**config.mk**
```make
export PLATFORM = sky130hd
export DESIGN_NAME = armp_rx_flat
export DESIGN_NICKNAME = d
export VERILOG_FILES = /design/src/pkg/armp_pkg.sv /design/src/pkg/armp_if.sv /design/src/logic/armp_rx.sv /design/src/flat_wrapper.sv
export SDC_FILE = /design/constraint.sdc
export NUM_CORES = 1
export LEC_CHECK = 0
export ABC_AREA = 1
export BUFFER_PORTS_ARGS = -buffer_cell sky130_fd_sc_hd__buf_2
export CAP_MARGIN = 15
export CORE_MARGIN = 10
export CORE_UTILIZATION = 40
export DETAILED_ROUTE_END_ITERATION = 6
export PLACE_DENSITY = 0.64
export SLEW_MARGIN = 25
export SYNTH_ARGS = -nofsm -noshare
export SYNTH_HDL_FRONTEND = slang
export SYNTH_SLANG_ARGS = --single-unit
export TNS_END_PERCENT = 30
```
**constraint.sdc**
```tcl
create_clock -name i_mclk -period 1.8 [get_ports i_mclk]
set_input_delay 0.36 -clock i_mclk [delete_from_list [all_inputs] [get_ports i_mclk]]
set_output_delay 0.36 -clock i_mclk [all_outputs]
set_load 0.01 [all_outputs]
```
**src/pkg/armp_pkg.sv**
```systemverilog
// shared constants and types for the multiprocessor async serial link
package armp_pkg;

  // ************************************************************
  // clocking
  // ************************************************************
  localparam int unsigned MCLK_HZ        = 10_000_000;
  localparam int unsigned BIT_RATE_BPS   = 62_500;
  localparam int unsigned OVERSAMPLE     = 16;
  localparam int unsigned DIV_CYCLES     = MCLK_HZ / (OVERSAMPLE * BIT_RATE_BPS);
  localparam logic [3:0]  DIV_LAST       = 4'(DIV_CYCLES - 1);
  localparam logic [3:0]  SAMPLE_PHASE   = 4'h7;
  localparam logic [3:0]  BIT_LAST_PHASE = 4'hf;

  // ************************************************************
  // frame and buffer shape
  // ************************************************************
  localparam int          DATA_W         = 8;
  localparam int          FIFO_DEPTH     = 4;
  localparam int          FIFO_W         = DATA_W + 1;
  localparam logic [3:0]  BASE_FRAME_LEN = 4'h9;
  localparam logic [2:0]  LAST_BIT_7     = 3'h6;
  localparam logic [2:0]  LAST_BIT_8     = 3'h7;

  // ************************************************************
  // reset values
  // ************************************************************
  localparam logic        LINE_MARK      = 1'b1;
  localparam logic [7:0]  RX_DATA_RST    = 8'h00;
  localparam logic [10:0] TX_SHIFT_RST   = 11'h7ff;

  // ************************************************************
  // states
  // ************************************************************
  typedef enum logic [2:0] {
    RX_IDLE,
    RX_START,
    RX_DATA,
    RX_EXTRA,
    RX_STOP
  } armp_rx_state_e;

  typedef enum logic {
    TX_IDLE,
    TX_SEND
  } armp_tx_state_e;

endpackage : armp_pkg

```
**src/pkg/armp_if.sv**
```systemverilog
// serial line shared by the sending station and the receiver
`timescale 1ns/100ps
interface armp_if;
  logic serial_line;

  modport tx_end (output serial_line);
  modport rx_end (input  serial_line);
endinterface : armp_if

```
**src/logic/armp_rx.sv**
```systemverilog
// receiving station: async frame receiver with id-wait filtering
`timescale 1ns/100ps
// Summary of operation
// - detect start, shift frame, check parity, stop
// - full still set: overrun, keep full, drop
// - any error flag with enable raises error irq
// - parity mismatch sets flag, data still stored
// - low stop bit sets framing flag, stored
// - clean frame stores data, sets full, irq
// - errored frame leaves full flag unchanged
// - no new frame while error flags set
// - software clears all flags before resuming
// - overrun plus others: set all, drop data
// - framing plus parity: both set, stored
// - extra bit one is id, zero data
// - id wait blocks data frames entirely
// - id frame: status set, wait cleared, irq
// - mp format ignores parity setting
// - sender sets id bit per frame
// - sender sends id first, then data
// - software compares id, re-arms wait
// - software reads data before next frame
// - sixteen ticks per bit, sample eighth
// - seven/eight data, optional bit, stops
// - idle mark, fall to space starts
module armp_rx (
  input  wire logic       i_mclk,
  input  wire logic       i_rst,
  armp_if.rx_end          link,
  input  wire logic       i_rx_enable,
  input  wire logic       i_seven_bit,
  input  wire logic       i_parity_en,
  input  wire logic       i_parity_odd,
  input  wire logic       i_mp_format,
  input  wire logic       i_rx_irq_enable,
  input  wire logic       i_id_wait_set,
  input  wire logic       i_clr_overrun,
  input  wire logic       i_clr_framing,
  input  wire logic       i_clr_parity,
  input  wire logic       i_clr_full,
  output logic      [7:0] o_rx_data_reg,
  output logic            o_rx_full_flag,
  output logic            o_overrun_flag,
  output logic            o_framing_err_flag,
  output logic            o_parity_err_flag,
  output logic            o_rx_id_bit_status,
  output logic            o_id_wait_enable,
  output logic            o_rx_error_irq,
  output logic            o_rx_data_irq
);
  // ************************************************************
  // line synchroniser and basic clock
  // ************************************************************
  logic       sync1_q;
  logic       sync2_q;
  logic       prev_q;
  logic [3:0] div_q;

  wire tick = div_q == armp_pkg::DIV_LAST;
  // edge detector looks only at the second stage
  wire fall = prev_q & ~sync2_q;

  always_ff @(posedge i_mclk)
  begin
    if (i_rst)
    begin
      sync1_q <= armp_pkg::LINE_MARK;
      sync2_q <= armp_pkg::LINE_MARK;
      prev_q  <= armp_pkg::LINE_MARK;
      div_q   <= '0;
    end
    else
    begin
      sync1_q <= link.serial_line;
      sync2_q <= sync1_q;
      prev_q  <= sync2_q;
      div_q   <= tick ? 4'h0 : div_q + 4'h1;
    end
  end

  // ************************************************************
  // frame state machine
  // ************************************************************
  armp_pkg::armp_rx_state_e state_q;
  armp_pkg::armp_rx_state_e state_d;
  logic [3:0] phase_q;
  logic [3:0] phase_d;
  logic [2:0] bcnt_q;
  logic [2:0] bcnt_d;
  logic [7:0] shift_q;
  logic [7:0] shift_d;
  logic       ext_q;
  logic       ext_d;
  logic       done;
  logic       ovr_q;
  logic       fer_q;
  logic       per_q;

  wire       any_err  = ovr_q | fer_q | per_q;
  // mid-bit: eighth basic-clock pulse after the falling edge
  wire       sample   = tick & (phase_q == armp_pkg::SAMPLE_PHASE);
  wire       has_ext  = i_mp_format | i_parity_en;
  wire [2:0] last_bit = i_seven_bit ? armp_pkg::LAST_BIT_7
                                    : armp_pkg::LAST_BIT_8;

  always_comb
  begin
    state_d = state_q;
    phase_d = (state_q == armp_pkg::RX_IDLE) ? 4'h0 : phase_q + 4'(tick);
    bcnt_d  = bcnt_q;
    shift_d = shift_q;
    ext_d   = ext_q;
    done    = 1'b0;
    unique case (state_q)
      armp_pkg::RX_IDLE:
      begin
        // held off while any error flag stands
        if (i_rx_enable & ~any_err & fall)
        begin
          state_d = armp_pkg::RX_START;
        end
      end
      armp_pkg::RX_START:
      begin
        if (sample)
        begin
          // a high level mid-start is a glitch, not a frame
          state_d = sync2_q ? armp_pkg::RX_IDLE : armp_pkg::RX_DATA;
          bcnt_d  = 3'h0;
        end
      end
      armp_pkg::RX_DATA:
      begin
        if (sample)
        begin
          shift_d = {sync2_q, shift_q[7:1]};
          bcnt_d  = bcnt_q + 3'h1;
          if (bcnt_q == last_bit)
          begin
            state_d = has_ext ? armp_pkg::RX_EXTRA : armp_pkg::RX_STOP;
          end
        end
      end
      armp_pkg::RX_EXTRA:
      begin
        if (sample)
        begin
          ext_d   = sync2_q;
          state_d = armp_pkg::RX_STOP;
        end
      end
      armp_pkg::RX_STOP:
      begin
        // only the first stop bit is checked; a second one is idle time
        if (sample)
        begin
          done    = 1'b1;
          state_d = armp_pkg::RX_IDLE;
        end
      end
    endcase
  end

  always_ff @(posedge i_mclk)
  begin
    if (i_rst)
    begin
      state_q <= armp_pkg::RX_IDLE;
      phase_q <= '0;
      bcnt_q  <= '0;
      shift_q <= '0;
      ext_q   <= 1'b0;
    end
    else
    begin
      state_q <= state_d;
      phase_q <= phase_d;
      bcnt_q  <= bcnt_d;
      shift_q <= shift_d;
      ext_q   <= ext_d;
    end
  end

  // ************************************************************
  // frame evaluation and status
  // ************************************************************
  logic [7:0] data_q;
  logic       full_q;
  logic       id_bit_q;
  logic       id_wait_q;
  logic       err_irq_q;
  logic       data_irq_q;

  wire [7:0] rx_word  = i_seven_bit ? {1'b0, shift_q[7:1]} : shift_q;
  wire       id_frame = i_mp_format & ext_q;
  wire       skip     = i_mp_format & id_wait_q & ~ext_q;
  wire       take     = done & ~skip;
  wire       fer_hit  = take & ~sync2_q;
  // parity is not checked in mp format
  wire       per_hit  = take & i_parity_en & ~i_mp_format
                        & (^rx_word ^ ext_q ^ i_parity_odd);
  wire       ovr_hit  = take & full_q;
  wire       load     = take & ~full_q;
  wire       clean    = load & ~fer_hit & ~per_hit;
  // hardware set wins over a same-cycle software clear
  wire       ovr_d    = ovr_hit | (ovr_q & ~i_clr_overrun);
  wire       fer_d    = fer_hit | (fer_q & ~i_clr_framing);
  wire       per_d    = per_hit | (per_q & ~i_clr_parity);
  // reading software clears full before the next frame ends
  wire       full_d   = clean | (full_q & ~i_clr_full);
  // software re-arms the wait after an id mismatch
  wire       wait_d   = i_id_wait_set
                        | (id_wait_q & ~(take & id_frame));

  assign o_rx_data_reg      = data_q;
  assign o_rx_full_flag     = full_q;
  assign o_overrun_flag     = ovr_q;
  assign o_framing_err_flag = fer_q;
  assign o_parity_err_flag  = per_q;
  assign o_rx_id_bit_status = id_bit_q;
  assign o_id_wait_enable   = id_wait_q;
  assign o_rx_error_irq     = err_irq_q;
  assign o_rx_data_irq      = data_irq_q;

  always_ff @(posedge i_mclk)
  begin
    if (i_rst)
    begin
      data_q     <= armp_pkg::RX_DATA_RST;
      full_q     <= 1'b0;
      ovr_q      <= 1'b0;
      fer_q      <= 1'b0;
      per_q      <= 1'b0;
      id_bit_q   <= 1'b0;
      id_wait_q  <= 1'b0;
      err_irq_q  <= 1'b0;
      data_irq_q <= 1'b0;
    end
    else
    begin
      data_q     <= load ? rx_word : data_q;
      full_q     <= full_d;
      ovr_q      <= ovr_d;
      fer_q      <= fer_d;
      per_q      <= per_d;
      id_bit_q   <= (take & i_mp_format) ? ext_q : id_bit_q;
      id_wait_q  <= wait_d;
      err_irq_q  <= i_rx_irq_enable & (ovr_d | fer_d | per_d);
      data_irq_q <= i_rx_irq_enable & full_d;
    end
  end
endmodule : armp_rx

```
**src/flat_wrapper.sv**
```systemverilog
// flat-port wrapper written by rule: the top's interface ports become plain ports
module armp_rx_flat 
  (i_mclk, i_rst, i_rx_enable, i_seven_bit, i_parity_en, i_parity_odd, i_mp_format, i_rx_irq_enable, i_id_wait_set, i_clr_overrun, i_clr_framing, i_clr_parity, i_clr_full, o_rx_data_reg, o_rx_full_flag, o_overrun_flag, o_framing_err_flag, o_parity_err_flag, o_rx_id_bit_status, o_id_wait_enable, o_rx_error_irq, o_rx_data_irq, link_serial_line);
  armp_if link_i ();
  input  wire logic i_mclk;
  input  wire logic i_rst;
  input  wire logic i_rx_enable;
  input  wire logic i_seven_bit;
  input  wire logic i_parity_en;
  input  wire logic i_parity_odd;
  input  wire logic i_mp_format;
  input  wire logic i_rx_irq_enable;
  input  wire logic i_id_wait_set;
  input  wire logic i_clr_overrun;
  input  wire logic i_clr_framing;
  input  wire logic i_clr_parity;
  input  wire logic i_clr_full;
  output logic      [7:0] o_rx_data_reg;
  output logic o_rx_full_flag;
  output logic o_overrun_flag;
  output logic o_framing_err_flag;
  output logic o_parity_err_flag;
  output logic o_rx_id_bit_status;
  output logic o_id_wait_enable;
  output logic o_rx_error_irq;
  output logic o_rx_data_irq;
  input wire logic [$bits(link_i.serial_line)-1:0] link_serial_line;
  assign link_i.serial_line = link_serial_line;
  armp_rx u_core (.i_mclk(i_mclk), .i_rst(i_rst), .link(link_i), .i_rx_enable(i_rx_enable), .i_seven_bit(i_seven_bit), .i_parity_en(i_parity_en), .i_parity_odd(i_parity_odd), .i_mp_format(i_mp_format), .i_rx_irq_enable(i_rx_irq_enable), .i_id_wait_set(i_id_wait_set), .i_clr_overrun(i_clr_overrun), .i_clr_framing(i_clr_framing), .i_clr_parity(i_clr_parity), .i_clr_full(i_clr_full), .o_rx_data_reg(o_rx_data_reg), .o_rx_full_flag(o_rx_full_flag), .o_overrun_flag(o_overrun_flag), .o_framing_err_flag(o_framing_err_flag), .o_parity_err_flag(o_parity_err_flag), .o_rx_id_bit_status(o_rx_id_bit_status), .o_id_wait_enable(o_id_wait_enable), .o_rx_error_irq(o_rx_error_irq), .o_rx_data_irq(o_rx_data_irq));
endmodule
```
; Word-level counts from Yosys, hierarchy flattened
; Index checks and enable logic that the tools add are counted.
[word_totals]
reg_bits = 42
word_cells = 108
[classes]
n_addsub = 3
n_eq_ne = 13
muxes = 15
bitwise = 50
n_reduce_logical = 9
[op_table]
columns = op, count
row1 = bitwise AND 1 bit, 25
row2 = two-way mux 3 bit, 8
row3 = one-hot mux 3 bit (5 select lines), 1
row4 = NOT 1 bit, 13
row5 = inequality test 2 x 1 -> 1 bit (second input constant), 5
row6 = bitwise OR 1 bit, 10
row7 = two-way mux 8 bit, 1
row8 = parity 8 bit, 1
row9 = == test 3 x 2 -> 1 bit (second input constant), 2
row10 = one-hot mux 3 bit (2 select lines), 1
row11 = AND reduction 6 bit, 1
row12 = adder 4 x 1 -> 4 bit, 1
row13 = adder 4 x 1 -> 4 bit (second input constant), 1
row14 = == test 4 x 3 -> 1 bit (second input constant), 1
row15 = == test 4 bit (second input constant), 1
row16 = AND reduction 2 bit, 2
row17 = OR reduction 2 bit, 2
row18 = adder 3 x 1 -> 3 bit (second input constant), 1
row19 = == test 3 x 1 -> 1 bit (second input constant), 1
row20 = == test 3 bit, 1
row21 = == test 3 bit (second input constant), 1
row22 = zero test 3 bit, 1
row23 = two-way mux 1 bit, 3
row24 = AND reduction 3 bit, 1
row25 = other kinds (4), 5

; Longest topological paths before layout
[depth]
word_depth = 12
depth_mapped = 14
ltp_nobuf = 14

; Least setup slack after synthesis
; Ideal clock, no wire load.
[synth_path]
path_type = flip-flop to flip-flop
startpoint = register u_core.div_q[0]
endpoint = register u_core.data_q[5], in the netlist u_core.o_rx_data_reg[5]
t_arrival_ns = 1.422
required_ns = 1.734
path_slack_ns = 0.312
stages_incl_launch_ff = 11
path_cell_list = dfxtp_1 > ha_1 > nand3b_4 > inv_2 > nand2_2 > nor3_4 > nand2_2 > clkinv_2 > buf_6 > o21ai_1 > a21oi_2
[synth_between]
elab_chain_cells = 6
[synth_lines]
columns = element, line_no
row1 = start: declaration, armp_rx.sv:57  ; logic [3:0] div_q;
row2 = start signal: assignment, armp_rx.sv:77  ; div_q <= tick ? 4'h0 : div_q + 4'h1;
row3 = == test 4 bit, armp_rx.sv:59  ; wire tick = div_q == armp_pkg::DIV_LAST;
row4 = bitwise AND 1 bit, armp_rx.sv:101  ; wire sample = tick & (phase_q == armp_pkg::SAMPLE_PHASE);
row5 = two-way mux 1 bit, armp_rx.sv:155  ; if (sample)
row6 = two-way mux 1 bit, armp_rx.sv:114  ; unique case (state_q)
row7 = bitwise AND 1 bit, armp_rx.sv:197  ; wire take = done & ~skip;
row8 = bitwise AND 1 bit, armp_rx.sv:203  ; wire load = take & ~full_q;
row9 = end signal: assignment, armp_rx.sv:229  ; data_q <= armp_pkg::RX_DATA_RST;
row10 = end signal: assignment, armp_rx.sv:241  ; data_q <= load ? rx_word : data_q;
row11 = end: declaration, armp_rx.sv:187  ; logic [7:0] data_q;
; No other way between the ends.
; A chain may end at the register's enable or synchronous reset.

; Worst setup path after layout
[layout_path]
startpoint = register u_core.div_q[0]
endpoint = register u_core.data_q[1], in the netlist u_core.o_rx_data_reg[1]
; Same word-level chain as after synthesis.

==> metrics.txt <==
minimum clock period=approximately 1700 ps; die width=roughly 91 um; xor and xnor area share after synthesis=under 10%; Core Region=around 4800 um^2; Inserted Diodes=0; Clock Pin Slew Worst Setup and Hold Paths=around 80 ps; GP Congestion=0.8393; Clock Latency Late Sink=300 ps; NetSw=0.5430 mW; WS Path Type=flip-flop to flip-flop; Leak=between 1 and 1.5 nW; clk root buf=clkbuf_8; Worst Path Required=between 2000 and 2500 ps; Hold Path Class=input port to flip-flop; Syn Inst Count=between 200 and 300; CP max stage delay=roughly 380 ps; Detailed Route WL=about 4400 um; largest net degree at the start of global routing=21; RSZ-0062 raised after global routing=yes; DRT iter0 DRCs=around 120; CP Launch Type=flip-flop; worst IR drop on VDD=~0.00043 V; Pins Over Slew Limit=0; post-synth net total=between 200 and 300; count of cell types in the netlist=31; Worst Hold Endpoint=u_core.sync1_q; initial antenna violation count=0; Area contributors post-synth=dfxtp_1 (41%), nand2_1 (12%), a21oi_1 (6.7%); flop-to-flop setup slack=approximately 130 ps; Via density=between 4 and 5; # nets final=approximately 330; Final Skew=6.903 ps; most common cell after layout, fill and taps aside=nand2_1; GRT overflow=0; slowest library cell on the worst path=dfxtp_1; setup_tns=0 ps; CP max FO=15; vias in the first global route=approximately 1,800; Crit path top cell by count=nand2_2; first-pass GRT wire length=7783 um; Area after DPL=between 2000 and 2500 um^2; std cell rows=25; DIE HEIGHT=between 90 and 100 um; I/O pins=30; post-CTS setup buffer count=0; combinational share of power=12.9%; Final Cycle Share=between 90 and 100%; # setup viols final=0; area grow syn2layout=18.05%; Seq/Total Area, Yosys=roughly two fifths; CTS Buffer Depth=2; Buf/Inv on CP=2; Yosys reg bits=42; PD cells=between 900 and 1000 nW/um^2; HP Start=link_serial_line; Max-cap violations=0; Via Count=between 1,500 and 2,000; share of Yosys cell area claimed by the top area cell type=about two fifths; post-synthesis mux area share=0%; Switching Share=24.74%; Pre-antenna DRT Iters=4; number of CTS-inserted buffers=5; Reg power frac=44.6%; delay-heaviest family, CP=simple AND/OR/NAND/NOR gates; Reg-to-Reg End=u_core.o_rx_data_reg[1]; synthesized cell area=2031 um^2; port bufs=29; htree depth=2; final instance area=roughly 2400 um^2; worst reg2reg startpoint=u_core.div_q[0]; Avg Cell Area, Syn=7.252 um^2; synth warn=0; post-synthesis simple-gate area fraction=roughly 28%; DR WL/cell=roughly 11 um; status=finished, final reports clean; largest family of logic cells by synthesized area=simple AND/OR/NAND/NOR gates; most frequent cells in the layout=nand2_1 (67), dfxtp_1 (42), inv_1 (32); Synth Area in Compound Gates=between 10% and 20%; area of the die=roughly 8300 um^2; Adder-Cell Fraction of Synth Area=under 10%; Total Power=~2.2 mW; Worst Reg-to-Reg Cells=9; cts hold-fix bufs=0; Max Freq=approximately 600 MHz; ANT nets after route=0; hold path cells=2; CP Data Arrival Time=between 1500 and 2000 ps; Clock power frac=42.5%; Initial Util=a little over two fifths; residual DRC count=0; CTS Sinks=42; Detailed Place HPWL=around 3300 um; CTS tree=built; Final Hold Violating Endpoints=0; Total GRT Usage=11.13%; Worst setup EP type=flip-flop; Placed Instances=373; Pint=1.651 mW; Finished Layout Cells=381; cell taking the most area after synthesis=dfxtp_1; Worst-Margin Slew=381.6 ps; Slew Limit Headroom=74.50%; CP cell instances=ha_1 -> nand3b_4 -> inv_2 -> nand2_2 -> nor3_4 -> nand2_2 -> inv_4 -> o21ai_0 -> a31oi_1; CTS-repair resized insts=0; share of post-route cells with drive strength above 1=about a fifth
worst max-delay path by stage:
stage | cells after the start | start | slack, ps | to
global placement | 9 | u_core.div_q[0] | 160 | u_core.o_rx_data_reg[1]
finish | 9 | u_core.div_q[0] | 130 | u_core.o_rx_data_reg[1]
CTS | 9 | u_core.div_q[0] | 120 | u_core.o_rx_data_reg[1]
global route | 6 | u_core.state_q[1] | -20 | u_core.bcnt_q[0]
detailed placement | 9 | u_core.div_q[0] | 130 | u_core.o_rx_data_reg[1]
floorplan | 10 | u_core.div_q[0] | 310 | u_core.o_rx_data_reg[5]
through the flow:
stage / util, % / setup slack (ps) / hold slack, ps
2_1_floorplan: - / 312.3 / 389.5
3_3_place_gp: 46.78 / 159.3 / 403.8
3_5_place_dp: 46.78 / 133.6 / 408.2
4_1_cts: 49.74 / 115.5 / 230.8
5_1_grt: 49.77 / -16.14 / 236.7
6_report: 49.77 / 134.0 / 236.5
kinds of logic (layout without fill, tap and decap cells):
kind of cell	count (synthesis)	in the layout
buffers and inverters	42	76
AND/OR/NAND/NOR	121	121
XOR/XNOR	3	3
AO/OA/AOI/OAI	67	67
flip-flops	42	42
adder cells (fa/ha/maj)	5	5
layout make-up:
class	count	area [um^2]
clock inverter	2	60.06
tap	67	83.83
multi-input combinational	196	1008
timing repair buffer	33	187.7
sequential	42	840.8
fill	502	2420
clock buffer	6	82.58
inverter	35	133.9
layer usage:
| layer | part of all wire, % | global-route usage [%] |
|---|---|---|
| met5 | 0 | 0 |
| met4 | 1.3 | 3.133 |
| met3 | 5.2 | 4.280 |
| met2 | 47 | 19.09 |
| met1 | 47 | 12.54 |
cells in the mapped netlist:
cell,count
a21oi_1,27
a21oi_2,3
a31o_2,1
a31oi_1,2
buf_1,1
buf_4,2
buf_6,2
clkbuf_1,2
clkinv_2,1
dfxtp_1,42
ha_1,5
inv_1,32
inv_2,2
nand2_1,67
nand2_2,7
nand3_1,17
nand3_2,1
nand3b_4,1
nand4_1,1
nor2_1,17
nor2_2,1
nor2_4,1
nor3_1,1
nor3_2,1
nor3_4,1
o21ai_0,24
o21ai_1,8
o21ai_2,1
o31ai_1,1
or2_2,5
xnor2_1,3
power groups by stage:
stage	Clock [mW]	Combinational, mW	Sequential (mW)
after floorplan	0	0.212	0.996
after global placement	0	0.279	1.00
after detailed placement	0	0.281	1.00
after CTS	0.947	0.283	0.979
after global routing	0.993	0.328	0.984
final	0.932	0.283	0.979
No activity file was read; power rests on OpenSTA's default activity.
